===== src/hw/vic_defs.svh =====
// Register offsets, field positions, reset values and timing counts of the interrupt controller.
`ifndef VIC_DEFS_SVH
`define VIC_DEFS_SVH
`define VIC_OFF_FLAGS0   8'h00
`define VIC_OFF_FLAGS1   8'h04
`define VIC_OFF_FLAGS2   8'h08
`define VIC_OFF_EN0      8'h0c
`define VIC_OFF_EN1      8'h10
`define VIC_OFF_EN2      8'h14
`define VIC_OFF_CTRL     8'h18
`define VIC_OFF_PVEC     8'h1c
`define VIC_OFF_CVEC     8'h20
`define VIC_CTRL_ACK0    0
`define VIC_CTRL_ACK1    1
`define VIC_CTRL_VOS     2
`define VIC_CTRL_IPC     3
`define VIC_RST_CTRL     4'h0
`define VIC_RST_PVEC     8'h00
`define VIC_RST_CVEC_HI  2'h0
`define VIC_NUM_SRC      20
`define VIC_NUM_SCU      8
`define VIC_NUM_DMA      8
`define VIC_NUM_TMR      4
`define VIC_NO_CODE      6'h3f
`define VIC_RESET_CYCLES 6
`endif


===== src/hw/vic_pkg.sv =====
// Types shared by the interrupt controller.
package vic_pkg;
	typedef enum logic [1:0] {
		VIC_ACK_NONE   = 2'h0,
		VIC_ACK_SINGLE = 2'h1,
		VIC_ACK_DOUBLE = 2'h2,
		VIC_ACK_RSVD   = 2'h3
	} vic_ack_t;
	typedef enum logic [1:0] {
		VIC_IDLE,
		VIC_WAIT_SECOND,
		VIC_DRIVE
	} vic_state_t;
endpackage : vic_pkg


===== src/hw/vic_top.sv =====
// Vectored interrupt controller with an AHB-Lite register slave.
//
// What this block does
// Twenty source flags in three status registers.
// Per-flag enable bits mask interrupt requests.
// Originating units raise their own flags.
// Any enabled active source asserts irq_n low.
// Host acknowledge starts a vector-driving cycle.
// Two control bits pick none, single, double.
// No-acknowledge style drives no vector.
// Single style drives vector on first acknowledge.
// Double style drives vector on second acknowledge.
// Select bit picks plain or coded vector.
// Plain vector register output unchanged.
// Coded vector: software top two, hardware six.
// Code names highest priority active source.
// Priority bit swaps serial and DMA priority.
// Reset input low six cycles resets everything.
// Request held while any enabled flag set.
// Source code latched for whole acknowledge cycle.
//
// The address map and the AHB-Lite slave port were chosen for this implementation.
`timescale 1ns/100ps
`default_nettype none
`include "vic_defs.svh"
module vic_top (
	input  wire logic        clk,
	input  wire logic        rstn,
	input  wire logic        hsel,
	input  wire logic [7:0]  haddr,
	input  wire logic [1:0]  htrans,
	input  wire logic        hwrite,
	input  wire logic [2:0]  hsize,
	input  wire logic [31:0] hwdata,
	input  wire logic        hready,
	output logic             hreadyout,
	output logic             hresp,
	output logic [31:0]      hrdata,
	input  wire logic [7:0]  scu_events,
	input  wire logic [7:0]  dma_events,
	input  wire logic [3:0]  tmr_events,
	output logic             irq_n,
	output logic             irq,
	input  wire logic        irq_ack_n,
	output logic [7:0]       vec_out,
	output logic             vec_oe
);

////////////////////////////////////////////////////////////////////////////////

	logic [19:0]             flags;
	logic [19:0]             enables;
	logic [3:0]              ctrl;
	logic [7:0]              plain_vector_reg;
	logic [1:0]              coded_hi;
	logic [5:0]              live_code;
	logic [19:0]             events;
	logic [19:0]             rd_clear;
	logic                    wr_pend;
	logic [7:0]              wr_addr;
	logic                    ack_prev;
	logic                    ack_fall;
	logic [7:0]              next_vec;
	vic_pkg::vic_state_t     state;
	vic_pkg::vic_ack_t       ack_type;

	// No wait states and no error answers: every register responds in one data phase.
	assign hreadyout = 1'b1;
	assign hresp     = 1'b0;
	assign events    = {tmr_events, dma_events, scu_events};
	assign ack_type  = vic_pkg::vic_ack_t'({ctrl[`VIC_CTRL_ACK1], ctrl[`VIC_CTRL_ACK0]});
	assign ack_fall  = ack_prev & ~irq_ack_n;

////////////////////////////////////////////////////////////////////////////////
// Register bus.

	// Reads are decoded in the address phase so that hrdata stands for the whole data phase.
	logic rd_take;
	assign rd_take = hsel & hready & htrans[1] & ~hwrite;

	always_ff @(posedge clk)
	begin
		if (!rstn)
		begin
			wr_pend <= 1'b0;
			wr_addr <= 8'h00;
		end
		else if (hready)
		begin
			wr_pend <= hsel & htrans[1] & hwrite;
			wr_addr <= haddr;
		end
	end

	always_ff @(posedge clk)
	begin
		if (!rstn)
			hrdata <= 32'h0000_0000;
		else if (rd_take)
		begin
			if (haddr == `VIC_OFF_FLAGS0)
				hrdata <= {24'h000000, flags[7:0]};
			else if (haddr == `VIC_OFF_FLAGS1)
				hrdata <= {24'h000000, flags[15:8]};
			else if (haddr == `VIC_OFF_FLAGS2)
				hrdata <= {28'h0000000, flags[19:16]};
			else if (haddr == `VIC_OFF_EN0)
				hrdata <= {24'h000000, enables[7:0]};
			else if (haddr == `VIC_OFF_EN1)
				hrdata <= {24'h000000, enables[15:8]};
			else if (haddr == `VIC_OFF_EN2)
				hrdata <= {28'h0000000, enables[19:16]};
			else if (haddr == `VIC_OFF_CTRL)
				hrdata <= {28'h0000000, ctrl};
			else if (haddr == `VIC_OFF_PVEC)
				hrdata <= {24'h000000, plain_vector_reg};
			else if (haddr == `VIC_OFF_CVEC)
				hrdata <= {24'h000000, coded_hi, live_code};
			else
				hrdata <= 32'h0000_0000;
		end
	end

	// A read of a status register clears the flags it returned.
	always_comb
	begin
		rd_clear = 20'h00000;
		if (rd_take && haddr == `VIC_OFF_FLAGS0)
			rd_clear[7:0] = 8'hff;
		else if (rd_take && haddr == `VIC_OFF_FLAGS1)
			rd_clear[15:8] = 8'hff;
		else if (rd_take && haddr == `VIC_OFF_FLAGS2)
			rd_clear[19:16] = 4'hf;
	end

	always_ff @(posedge clk)
	begin
		if (!rstn)
		begin
			enables          <= 20'h00000;
			ctrl             <= `VIC_RST_CTRL;
			plain_vector_reg <= `VIC_RST_PVEC;
			coded_hi         <= `VIC_RST_CVEC_HI;
		end
		else if (wr_pend)
		begin
			if (wr_addr == `VIC_OFF_EN0)
				enables[7:0] <= hwdata[7:0];
			else if (wr_addr == `VIC_OFF_EN1)
				enables[15:8] <= hwdata[7:0];
			else if (wr_addr == `VIC_OFF_EN2)
				enables[19:16] <= hwdata[3:0];
			else if (wr_addr == `VIC_OFF_CTRL)
				ctrl <= hwdata[3:0];
			else if (wr_addr == `VIC_OFF_PVEC)
				plain_vector_reg <= hwdata[7:0];
			else if (wr_addr == `VIC_OFF_CVEC)
				coded_hi <= hwdata[7:6];
		end
	end

////////////////////////////////////////////////////////////////////////////////
// Source flags and request.

	// The event wins over a read clear in the same cycle so no event is lost.
	genvar gi;
	generate
		for (gi = 0; gi < `VIC_NUM_SRC; gi = gi + 1)
		begin : g_flag
			always_ff @(posedge clk)
			begin
				if (!rstn)
					flags[gi] <= 1'b0;
				else if (events[gi])
					flags[gi] <= 1'b1;
				else if (rd_clear[gi])
					flags[gi] <= 1'b0;
			end
		end
	endgenerate

	logic [19:0] active;
	assign active = flags & enables;
	assign irq_n  = ~|active;
	assign irq    = |active;

////////////////////////////////////////////////////////////////////////////////
// Source code, highest priority first.

	// Within a unit the lowest index wins; timers always rank last.
	function automatic logic [5:0] vic_pick(input logic [19:0] act, input logic dma_first);
		logic [5:0] code;
		code = `VIC_NO_CODE;
		for (int i = `VIC_NUM_SRC - 1; i >= 16; i--)
			if (act[i])
				code = 6'(i);
		for (int i = 7; i >= 0; i--)
			if (dma_first ? act[i] : act[i + 8])
				code = dma_first ? 6'(i) : 6'(i + 8);
		for (int i = 7; i >= 0; i--)
			if (dma_first ? act[i + 8] : act[i])
				code = dma_first ? 6'(i + 8) : 6'(i);
		return code;
	endfunction : vic_pick

	assign live_code = vic_pick(active, ctrl[`VIC_CTRL_IPC]);

////////////////////////////////////////////////////////////////////////////////
// Acknowledge cycle.

	always_comb
	begin
		if (ctrl[`VIC_CTRL_VOS])
			next_vec = {coded_hi, live_code};
		else
			next_vec = plain_vector_reg;
	end

	// Starting high matches the idle level of the acknowledge pin, so leaving reset
	// never looks like an acknowledge edge.
	always_ff @(posedge clk)
	begin
		if (!rstn)
			ack_prev <= 1'b1;
		else
			ack_prev <= irq_ack_n;
	end

	always_ff @(posedge clk)
	begin
		if (!rstn)
			state <= vic_pkg::VIC_IDLE;
		else
		begin
			// A reserved acknowledge type is treated as none and leaves the machine idle.
			case (state)
				vic_pkg::VIC_IDLE:
					if (ack_fall && ack_type == vic_pkg::VIC_ACK_SINGLE)
						state <= vic_pkg::VIC_DRIVE;
					else if (ack_fall && ack_type == vic_pkg::VIC_ACK_DOUBLE)
						state <= vic_pkg::VIC_WAIT_SECOND;
				vic_pkg::VIC_WAIT_SECOND:
					if (ack_fall)
						state <= vic_pkg::VIC_DRIVE;
				vic_pkg::VIC_DRIVE:
					if (irq_ack_n)
						state <= vic_pkg::VIC_IDLE;
				default:
					state <= vic_pkg::VIC_IDLE;
			endcase
		end
	end

	// The vector is frozen when driving starts so a new event cannot change it mid-cycle.
	always_ff @(posedge clk)
	begin
		if (!rstn)
			vec_out <= 8'h00;
		else if (ack_fall && (state == vic_pkg::VIC_WAIT_SECOND
			|| (state == vic_pkg::VIC_IDLE && ack_type == vic_pkg::VIC_ACK_SINGLE)))
			vec_out <= next_vec;
	end

	// Nothing drives in the none style because the machine never leaves idle.
	assign vec_oe = (state == vic_pkg::VIC_DRIVE) & ~irq_ack_n;

////////////////////////////////////////////////////////////////////////////////
// Checks.

	// A register write lands one edge after its address phase, so checks that expect
	// the mask to hold exclude a pending write rather than looking at the mask itself.

	a_irq_follows_enabled: assert property (@(posedge clk) disable iff (!rstn)
		irq_n == !(|(flags & enables)))
		else $error("irq_n disagrees with enabled flags");

	a_irq_pair: assert property (@(posedge clk) disable iff (!rstn)
		irq == !irq_n)
		else $error("irq and irq_n disagree");

	a_irq_held_set: assert property (@(posedge clk) disable iff (!rstn)
		(!irq_n && !(|rd_clear) && !wr_pend) |=> !irq_n)
		else $error("irq dropped");

	a_irq_stays_off: assert property (@(posedge clk) disable iff (!rstn)
		(irq_n && !(|events) && !wr_pend) |=> irq_n)
		else $error("irq raised without a source");

	a_event_sets_flag: assert property (@(posedge clk) disable iff (!rstn)
		(|events) |=> ((flags & $past(events)) == $past(events)))
		else $error("event flag not set");

	a_flag_read_clear: assert property (@(posedge clk) disable iff (!rstn)
		(rd_clear[0] && !events[0]) |=> !flags[0])
		else $error("flag not cleared by read");

	a_flag_sticky: assert property (@(posedge clk) disable iff (!rstn)
		!(|rd_clear) |=> ((flags & $past(flags)) == $past(flags)))
		else $error("flag dropped without a read");

	a_mask_blocks: assert property (@(posedge clk) disable iff (!rstn)
		(enables == 20'h00000) |-> irq_n)
		else $error("masked source requested");

	a_oe_after_ack: assert property (@(posedge clk) disable iff (!rstn)
		$rose(vec_oe) |-> $past(ack_fall))
		else $error("vector driven without acknowledge");

	a_none_no_vec: assert property (@(posedge clk) disable iff (!rstn)
		(state == vic_pkg::VIC_IDLE && ack_type == vic_pkg::VIC_ACK_NONE && ack_fall)
		|=> !vec_oe)
		else $error("vector driven in none style");

	a_single_first: assert property (@(posedge clk) disable iff (!rstn)
		(state == vic_pkg::VIC_IDLE && ack_type == vic_pkg::VIC_ACK_SINGLE && ack_fall)
		##1 !irq_ack_n |-> vec_oe)
		else $error("single missed");

	a_double_second: assert property (@(posedge clk) disable iff (!rstn)
		(state == vic_pkg::VIC_IDLE && ack_type == vic_pkg::VIC_ACK_DOUBLE && ack_fall)
		|=> !vec_oe)
		else $error("double drove on first");

	a_vec_stable: assert property (@(posedge clk) disable iff (!rstn)
		(vec_oe && $past(vec_oe)) |-> $stable(vec_out))
		else $error("vector moved");

	a_plain_vec: assert property (@(posedge clk) disable iff (!rstn)
		(ack_fall && state == vic_pkg::VIC_WAIT_SECOND && !ctrl[`VIC_CTRL_VOS])
		|=> vec_out == $past(plain_vector_reg))
		else $error("plain vector wrong");

	a_coded_vec: assert property (@(posedge clk) disable iff (!rstn)
		(ack_fall && state == vic_pkg::VIC_IDLE && ack_type == vic_pkg::VIC_ACK_SINGLE
		&& ctrl[`VIC_CTRL_VOS]) |=> vec_out == {$past(coded_hi), $past(live_code)})
		else $error("coded vector wrong");

	a_code_top: assert property (@(posedge clk) disable iff (!rstn)
		(active[0] && !ctrl[`VIC_CTRL_IPC]) |-> live_code == 6'h00)
		else $error("code rank");

	a_code_empty: assert property (@(posedge clk) disable iff (!rstn)
		!(|active) |-> live_code == `VIC_NO_CODE)
		else $error("code given with no active source");

	a_tmr_last: assert property (@(posedge clk) disable iff (!rstn)
		(|active[15:0]) |-> live_code < 6'h10)
		else $error("timer ranked above serial or dma");

	a_code_swap: assert property (@(posedge clk) disable iff (!rstn)
		(active[8] && active[0] && ctrl[`VIC_CTRL_IPC]) |-> live_code == 6'h08)
		else $error("priority swap failed");

endmodule : vic_top
`default_nettype wire


===== config.mk =====
export PLATFORM = sky130hd
export DESIGN_NAME = vic_top
export DESIGN_NICKNAME = d
export VERILOG_FILES = /design/src/hw/vic_pkg.sv /design/src/hw/vic_top.sv
export VERILOG_INCLUDE_DIRS = /design/src /design/src/hw
export SDC_FILE = /design/constraint.sdc
export NUM_CORES = 1
export LEC_CHECK = 0
export ABC_AREA = 1
export BUFFER_PORTS_ARGS = -buffer_cell sky130_fd_sc_hd__buf_4
export CORE_AREA = 2 2 107 109
export CTS_BUF_LIST = sky130_fd_sc_hd__clkbuf_2
export DETAILED_ROUTE_END_ITERATION = 10
export DIE_AREA = 0 0 109 111
export GPL_ROUTABILITY_DRIVEN = 0
export SYNTH_ARGS = -nofsm -noshare
export SYNTH_HDL_FRONTEND = slang
export SYNTH_SLANG_ARGS = --single-unit

===== constraint.sdc =====
create_clock -name clk -period 4.71 [get_ports clk]
set_input_delay 0.7065 -clock clk [delete_from_list [all_inputs] [get_ports clk]]
set_output_delay 0.7065 -clock clk [all_outputs]
set_load 0.01 [all_outputs]

[Word level (Yosys, flattened, before mapping)]
Cells that the tools add are included.
Word-level totals
  flip-flop bits (word level): 106
  logic and storage cells: 219
Cells by class
  equal/unequal tests: 21
  multiplexer cells: 112
  bitwise gates (word level): 15
  reductions and logical operators: 39
Operators by type and width (number)
  two-way mux 6 bit: 20
  two-way mux 8 bit: 12
  two-way mux 4 bit: 18
  == test 8 x 5 -> 1 bit (second input constant): 8
  two-way mux 1 bit: 56
  nonzero test 2 bit: 20
  == test 8 x 4 -> 1 bit (second input constant): 3
  AND 20 bit: 1
  OR reduction 20 bit: 1
  == test 8 x 6 -> 1 bit (second input constant): 2
  two-way mux 12 bit: 1
  == test 8 x 3 -> 1 bit (second input constant): 1
  logical NOT 8 bit: 1
  two-way mux 2 bit: 4
  AND 1 bit: 7
  logical AND 1 bit: 7
  NOT 1 bit: 7
  AND reduction 7 bit: 1
  one-hot mux 2 bit (3 select lines): 1
  AND reduction 3 bit: 2
  AND reduction 6 bit: 1
  AND reduction 5 bit: 1
  == test 2 x 1 -> 1 bit (second input constant): 2
  == test 2 bit (second input constant): 2
  other kinds (7): 8

[Longest topological paths before layout]
  depth after elaboration: 30
  mapped depth: 25

[Worst setup path after synthesis]
Ideal clock, no wire load.
  path type: register -> output
  start point: reg, netlist name ctrl[3]
  end point: out irq
  arrival time: 1.609 ns
  required time: 4.003 ns
  slack: 2.394 ns
  cell stages (with the launch flop): 12
  path buffers: 1
  cells stage by stage: dfxtp_1 -> buf_6 -> nor2_2 -> a21oi_2 -> inv_1 -> nor2_1 -> nand2_1 -> nor3_2 -> and3_1 -> inv_1 -> nor2_1 -> inv_1
RTL lines
  end: declaration: line vic_top.sv:43  | output logic irq,

==> results.txt <==
The die span in y came out at 111 um. The data arrival time of the worst path came out at a little over 3 ns. The most common cell after layout, fill and taps aside is nand2_1. In this run the most critical hold path is launched from tmr_events[3].

The pre-CTS setup slack is ~1.6 ns. The worst hold slack after final layout is approximately 0.31 ns. The highest net fanout along the worst path is 24. The netlist area before placement came out at roughly 4300 um2. The transition time at the pin with the least slew margin came out at just over 0.9 ns. The clock tree synthesis step divided the H-tree into 3 levels. With fillers left out, the area of the finished cells amounts to 4890 um2. The initial utilization of the core area, before any placement, comes to 0.386.

In the detailed route, the total length drawn on met2 is about 5500 um. By startpoint and endpoint, the worst setup path is classified as flop to output pin. The final net count came out at approximately 750.

The instance count after placement with tap cells included came out at about 820. The synthesis-stage register bit count is 82. Entering global routing, the biggest net connects 42 pins.

The number of global-route vias before repair is approximately 4.0k. The flow ran to the end, and the final reports show no timing, DRC or antenna violations. The reg-to-reg setup timing slack is between 1.5 and 2 ns. The I/O pin total came out at 116. Buffers inserted to repair hold after CTS numbered 0. Summed over all failing endpoints, the final setup total negative slack is 0 ns. The number of buffers created by CTS came out at 9.

The synthesized instance count is about 630. The fraction of layout instances using a drive strength above 1 is 0.154. The area of the die came out at 12,100 um2. The HPWL reported at the end of detailed placement is about 8900 um. The number of endpoints failing setup at the final stage is 0.

At the later pin of the worst-skew pair, clock insertion delay measures about 0.6 ns. The number of remaining DRC errors came out at 0. The initial antenna violation count is 0.

The proportion of power drawn by combinational gates came out at 0.076. The number of cells on the worst reg-to-reg path is 23. The type of element launching the critical path is a flop. For this run, the number of Yosys warnings is 0. The path class of the tightest hold or removal check is input pin to flop. Cell internal power was estimated by the tool at approximately 930 uW. The routed wire length came out at between 10,000 and 15,000 um. The detailed route wirelength on metal3 came out at between 600 and 700 um. Across all setup checks in the final design, the least slack found is slightly above 0.9 ns. The total grt overflow came out at 0.

The number of max-slew violations in the final report is 0. The mean number of vias per cell is just over 5. The power consumption came out at ~1.3 mW. The cell count of the worst hold path came out at 3. The distinct cell type count after synthesis came out at 40. The starting DRC count in detailed routing is 209. Of the total power, the share spent switching nets is 0.272.

TritonCTS built the clock tree. The tightest slew margin relative to the limit is 0.385. The reported max-cap violation count is 0. The instance area at placement is approximately 4700 um2. From left edge to right edge, the die measures 109 um. The total via count in the routed design is roughly 4.2k. The average size of a mapped cell came out at 6.81 um2. The floorplan has 39 rows. The required time at the worst-slack endpoint is 4.00 ns.

The number of sinks handled by clock tree synthesis came out at between 80 and 90. Of the total power, registers draw 0.572. The worst setup path is captured at an output pin. The largest registers in the layout are enables: 20 flops, flags: 20 flops. The routed metal-1 wire length is 5170 um. The endpoint identified for the worst register-to-register timing path is hrdata[0]. The wire length per cell came out at 14.1 um. The utilization after layout is 0.442. The signed area change from the synthesized netlist to the final layout came out at 14.4%. The top cell type's share of synthesized area came out at 0.384. For this run, the register share of the synthesized area comes to 0.384.

The CTS root buffer is clkbuf_2. Summed over all nets, the switching power comes to around 350 uW. Across the routed clock network, the largest skew measured is between 0.03 and 0.04 ns.

Of the available clock period, the critical path in the final layout requires 0.803. The detail route stage leaves a number of antenna-violating nets equal to 0. The maximum clock frequency is between 200 and 300 MHz.

The path with the worst hold slack has its endpoint at flags[19]. The number of port buffers came out at 61. The uppermost layer routed is met4.

The number of endpoints with negative hold slack in the final report is 0. The top cell types in the final layout, fill and taps aside, are 125 x nand2_1, 98 x nor2_1, 82 x dfxtp_1. The synthesized design spends more area on one cell type than any other, namely dfxtp_1. Setup repair after global routing left no endpoint under its margin.

The ratio of total power to cell area came out at about 260 nW/um2. The worst vdd rail ir drop is roughly 0.00012 V. The number of cells upsized or downsized after cts came out at 0. The number of diodes added for antenna fixing came out at 0. Yosys attributes the largest share of cell area to dfxtp_1 38%, nand2_1 11%, a21oi_1 9.0%, nor2_1 8.6%, inv_1 5.4%.

The launch point of the worst reg-to-reg path is ctrl[3]. The number of buffers inserted by post-CTS setup repair came out at 0. The clock passes through at most 2 buffers. After floorplanning, the core was sized to cover between 10,000 and 15,000 um2. The clock-pin transition on the worst setup and hold timing paths is roughly 0.24 ns. The first-pass GRT wire length came out at about 19,000 um.

After layout, the minimum clock period comes to around 3.8 ns. In the global route stage, overall resource usage came out at 0.202. The standby leakage power came out at 2.17 nW. The non-filler instance count after layout came out at 831. The clock share of power came out at 0.352. The detailed-router iteration count before antenna repair is 4.
## power groups by stage
stage          Clock (mW)  Combinational [mW]  Sequential, mW
6_report            0.451              0.0978           0.732
5_1_grt             0.484               0.112           0.735
4_1_cts             0.457              0.0981           0.732
3_5_place_dp            0              0.0977           0.745
3_3_place_gp            0              0.0958           0.745
2_1_floorplan           0              0.0708           0.738
## logic make-up (layout without fill, tap and decap cells)
kind of cell	after synthesis	in the layout	synth area share
and+or+nand+nor	274	274	0.269
DFF	82	82	0.384
AOI/OAI and AO/OA	162	162	0.222
buffers and inverters	108	144	0.123
other	2	26	0.00176
## critical path, cell delays in order, from the launching register on
cell	delay, ns
dfxtp_1	0.98
inv_2	0.34
a31oi_2	0.34
nand2_2	0.10
nor3_2	0.18
and3_1	0.19
inv_1	0.06
nor2_1	0.13
inv_1	0.05
buf_4	0.14
## how the worst max path moves through the flow
stage	from	slack (ns)	depth (start not counted)	to
6_report	ctrl[3]	0.93	9	irq
5_1_grt	ctrl[3]	0.64	9	irq
4_1_cts	ctrl[3]	0.92	9	irq
3_5_place_dp	ctrl[3]	1.57	9	irq
3_3_place_gp	ctrl[3]	1.61	9	irq
2_1_floorplan	ctrl[3]	2.39	11	irq
## metal layers
layer,track usage,up-vias
li1,-,2134
met1,0.260,1884
met2,0.323,135
met3,0.0300,32
met4,0.105,0
met5,0.00446,-
## final cells by class
cell class              instances  area, um2
clock buffers                   9       45.0
flip-flops and latches         82       1640
multi-input cells             462       2200
clock inverters                 7        101
fillers                      1124       6180
inverters                      64        241
well taps                     143        179
repair buffers                 64        480
## cell usage after synthesis (all sizes together)
library cell	n
o22ai	1
inv	62
a31oi	11
nor2	103
nand4	7
nor4	3
a41oi	1
nand2	126
and3	2
a221oi	4
a21oi	82
a211oi	8
conb	2
o211ai	4
nand3	16
buf	30
or2	1
o21a	1
o21ai	49
nor3	16
dfxtp	82
clkinv	2
o2111ai	1
clkbuf	14
No activity file was read; power rests on OpenSTA's default activity.
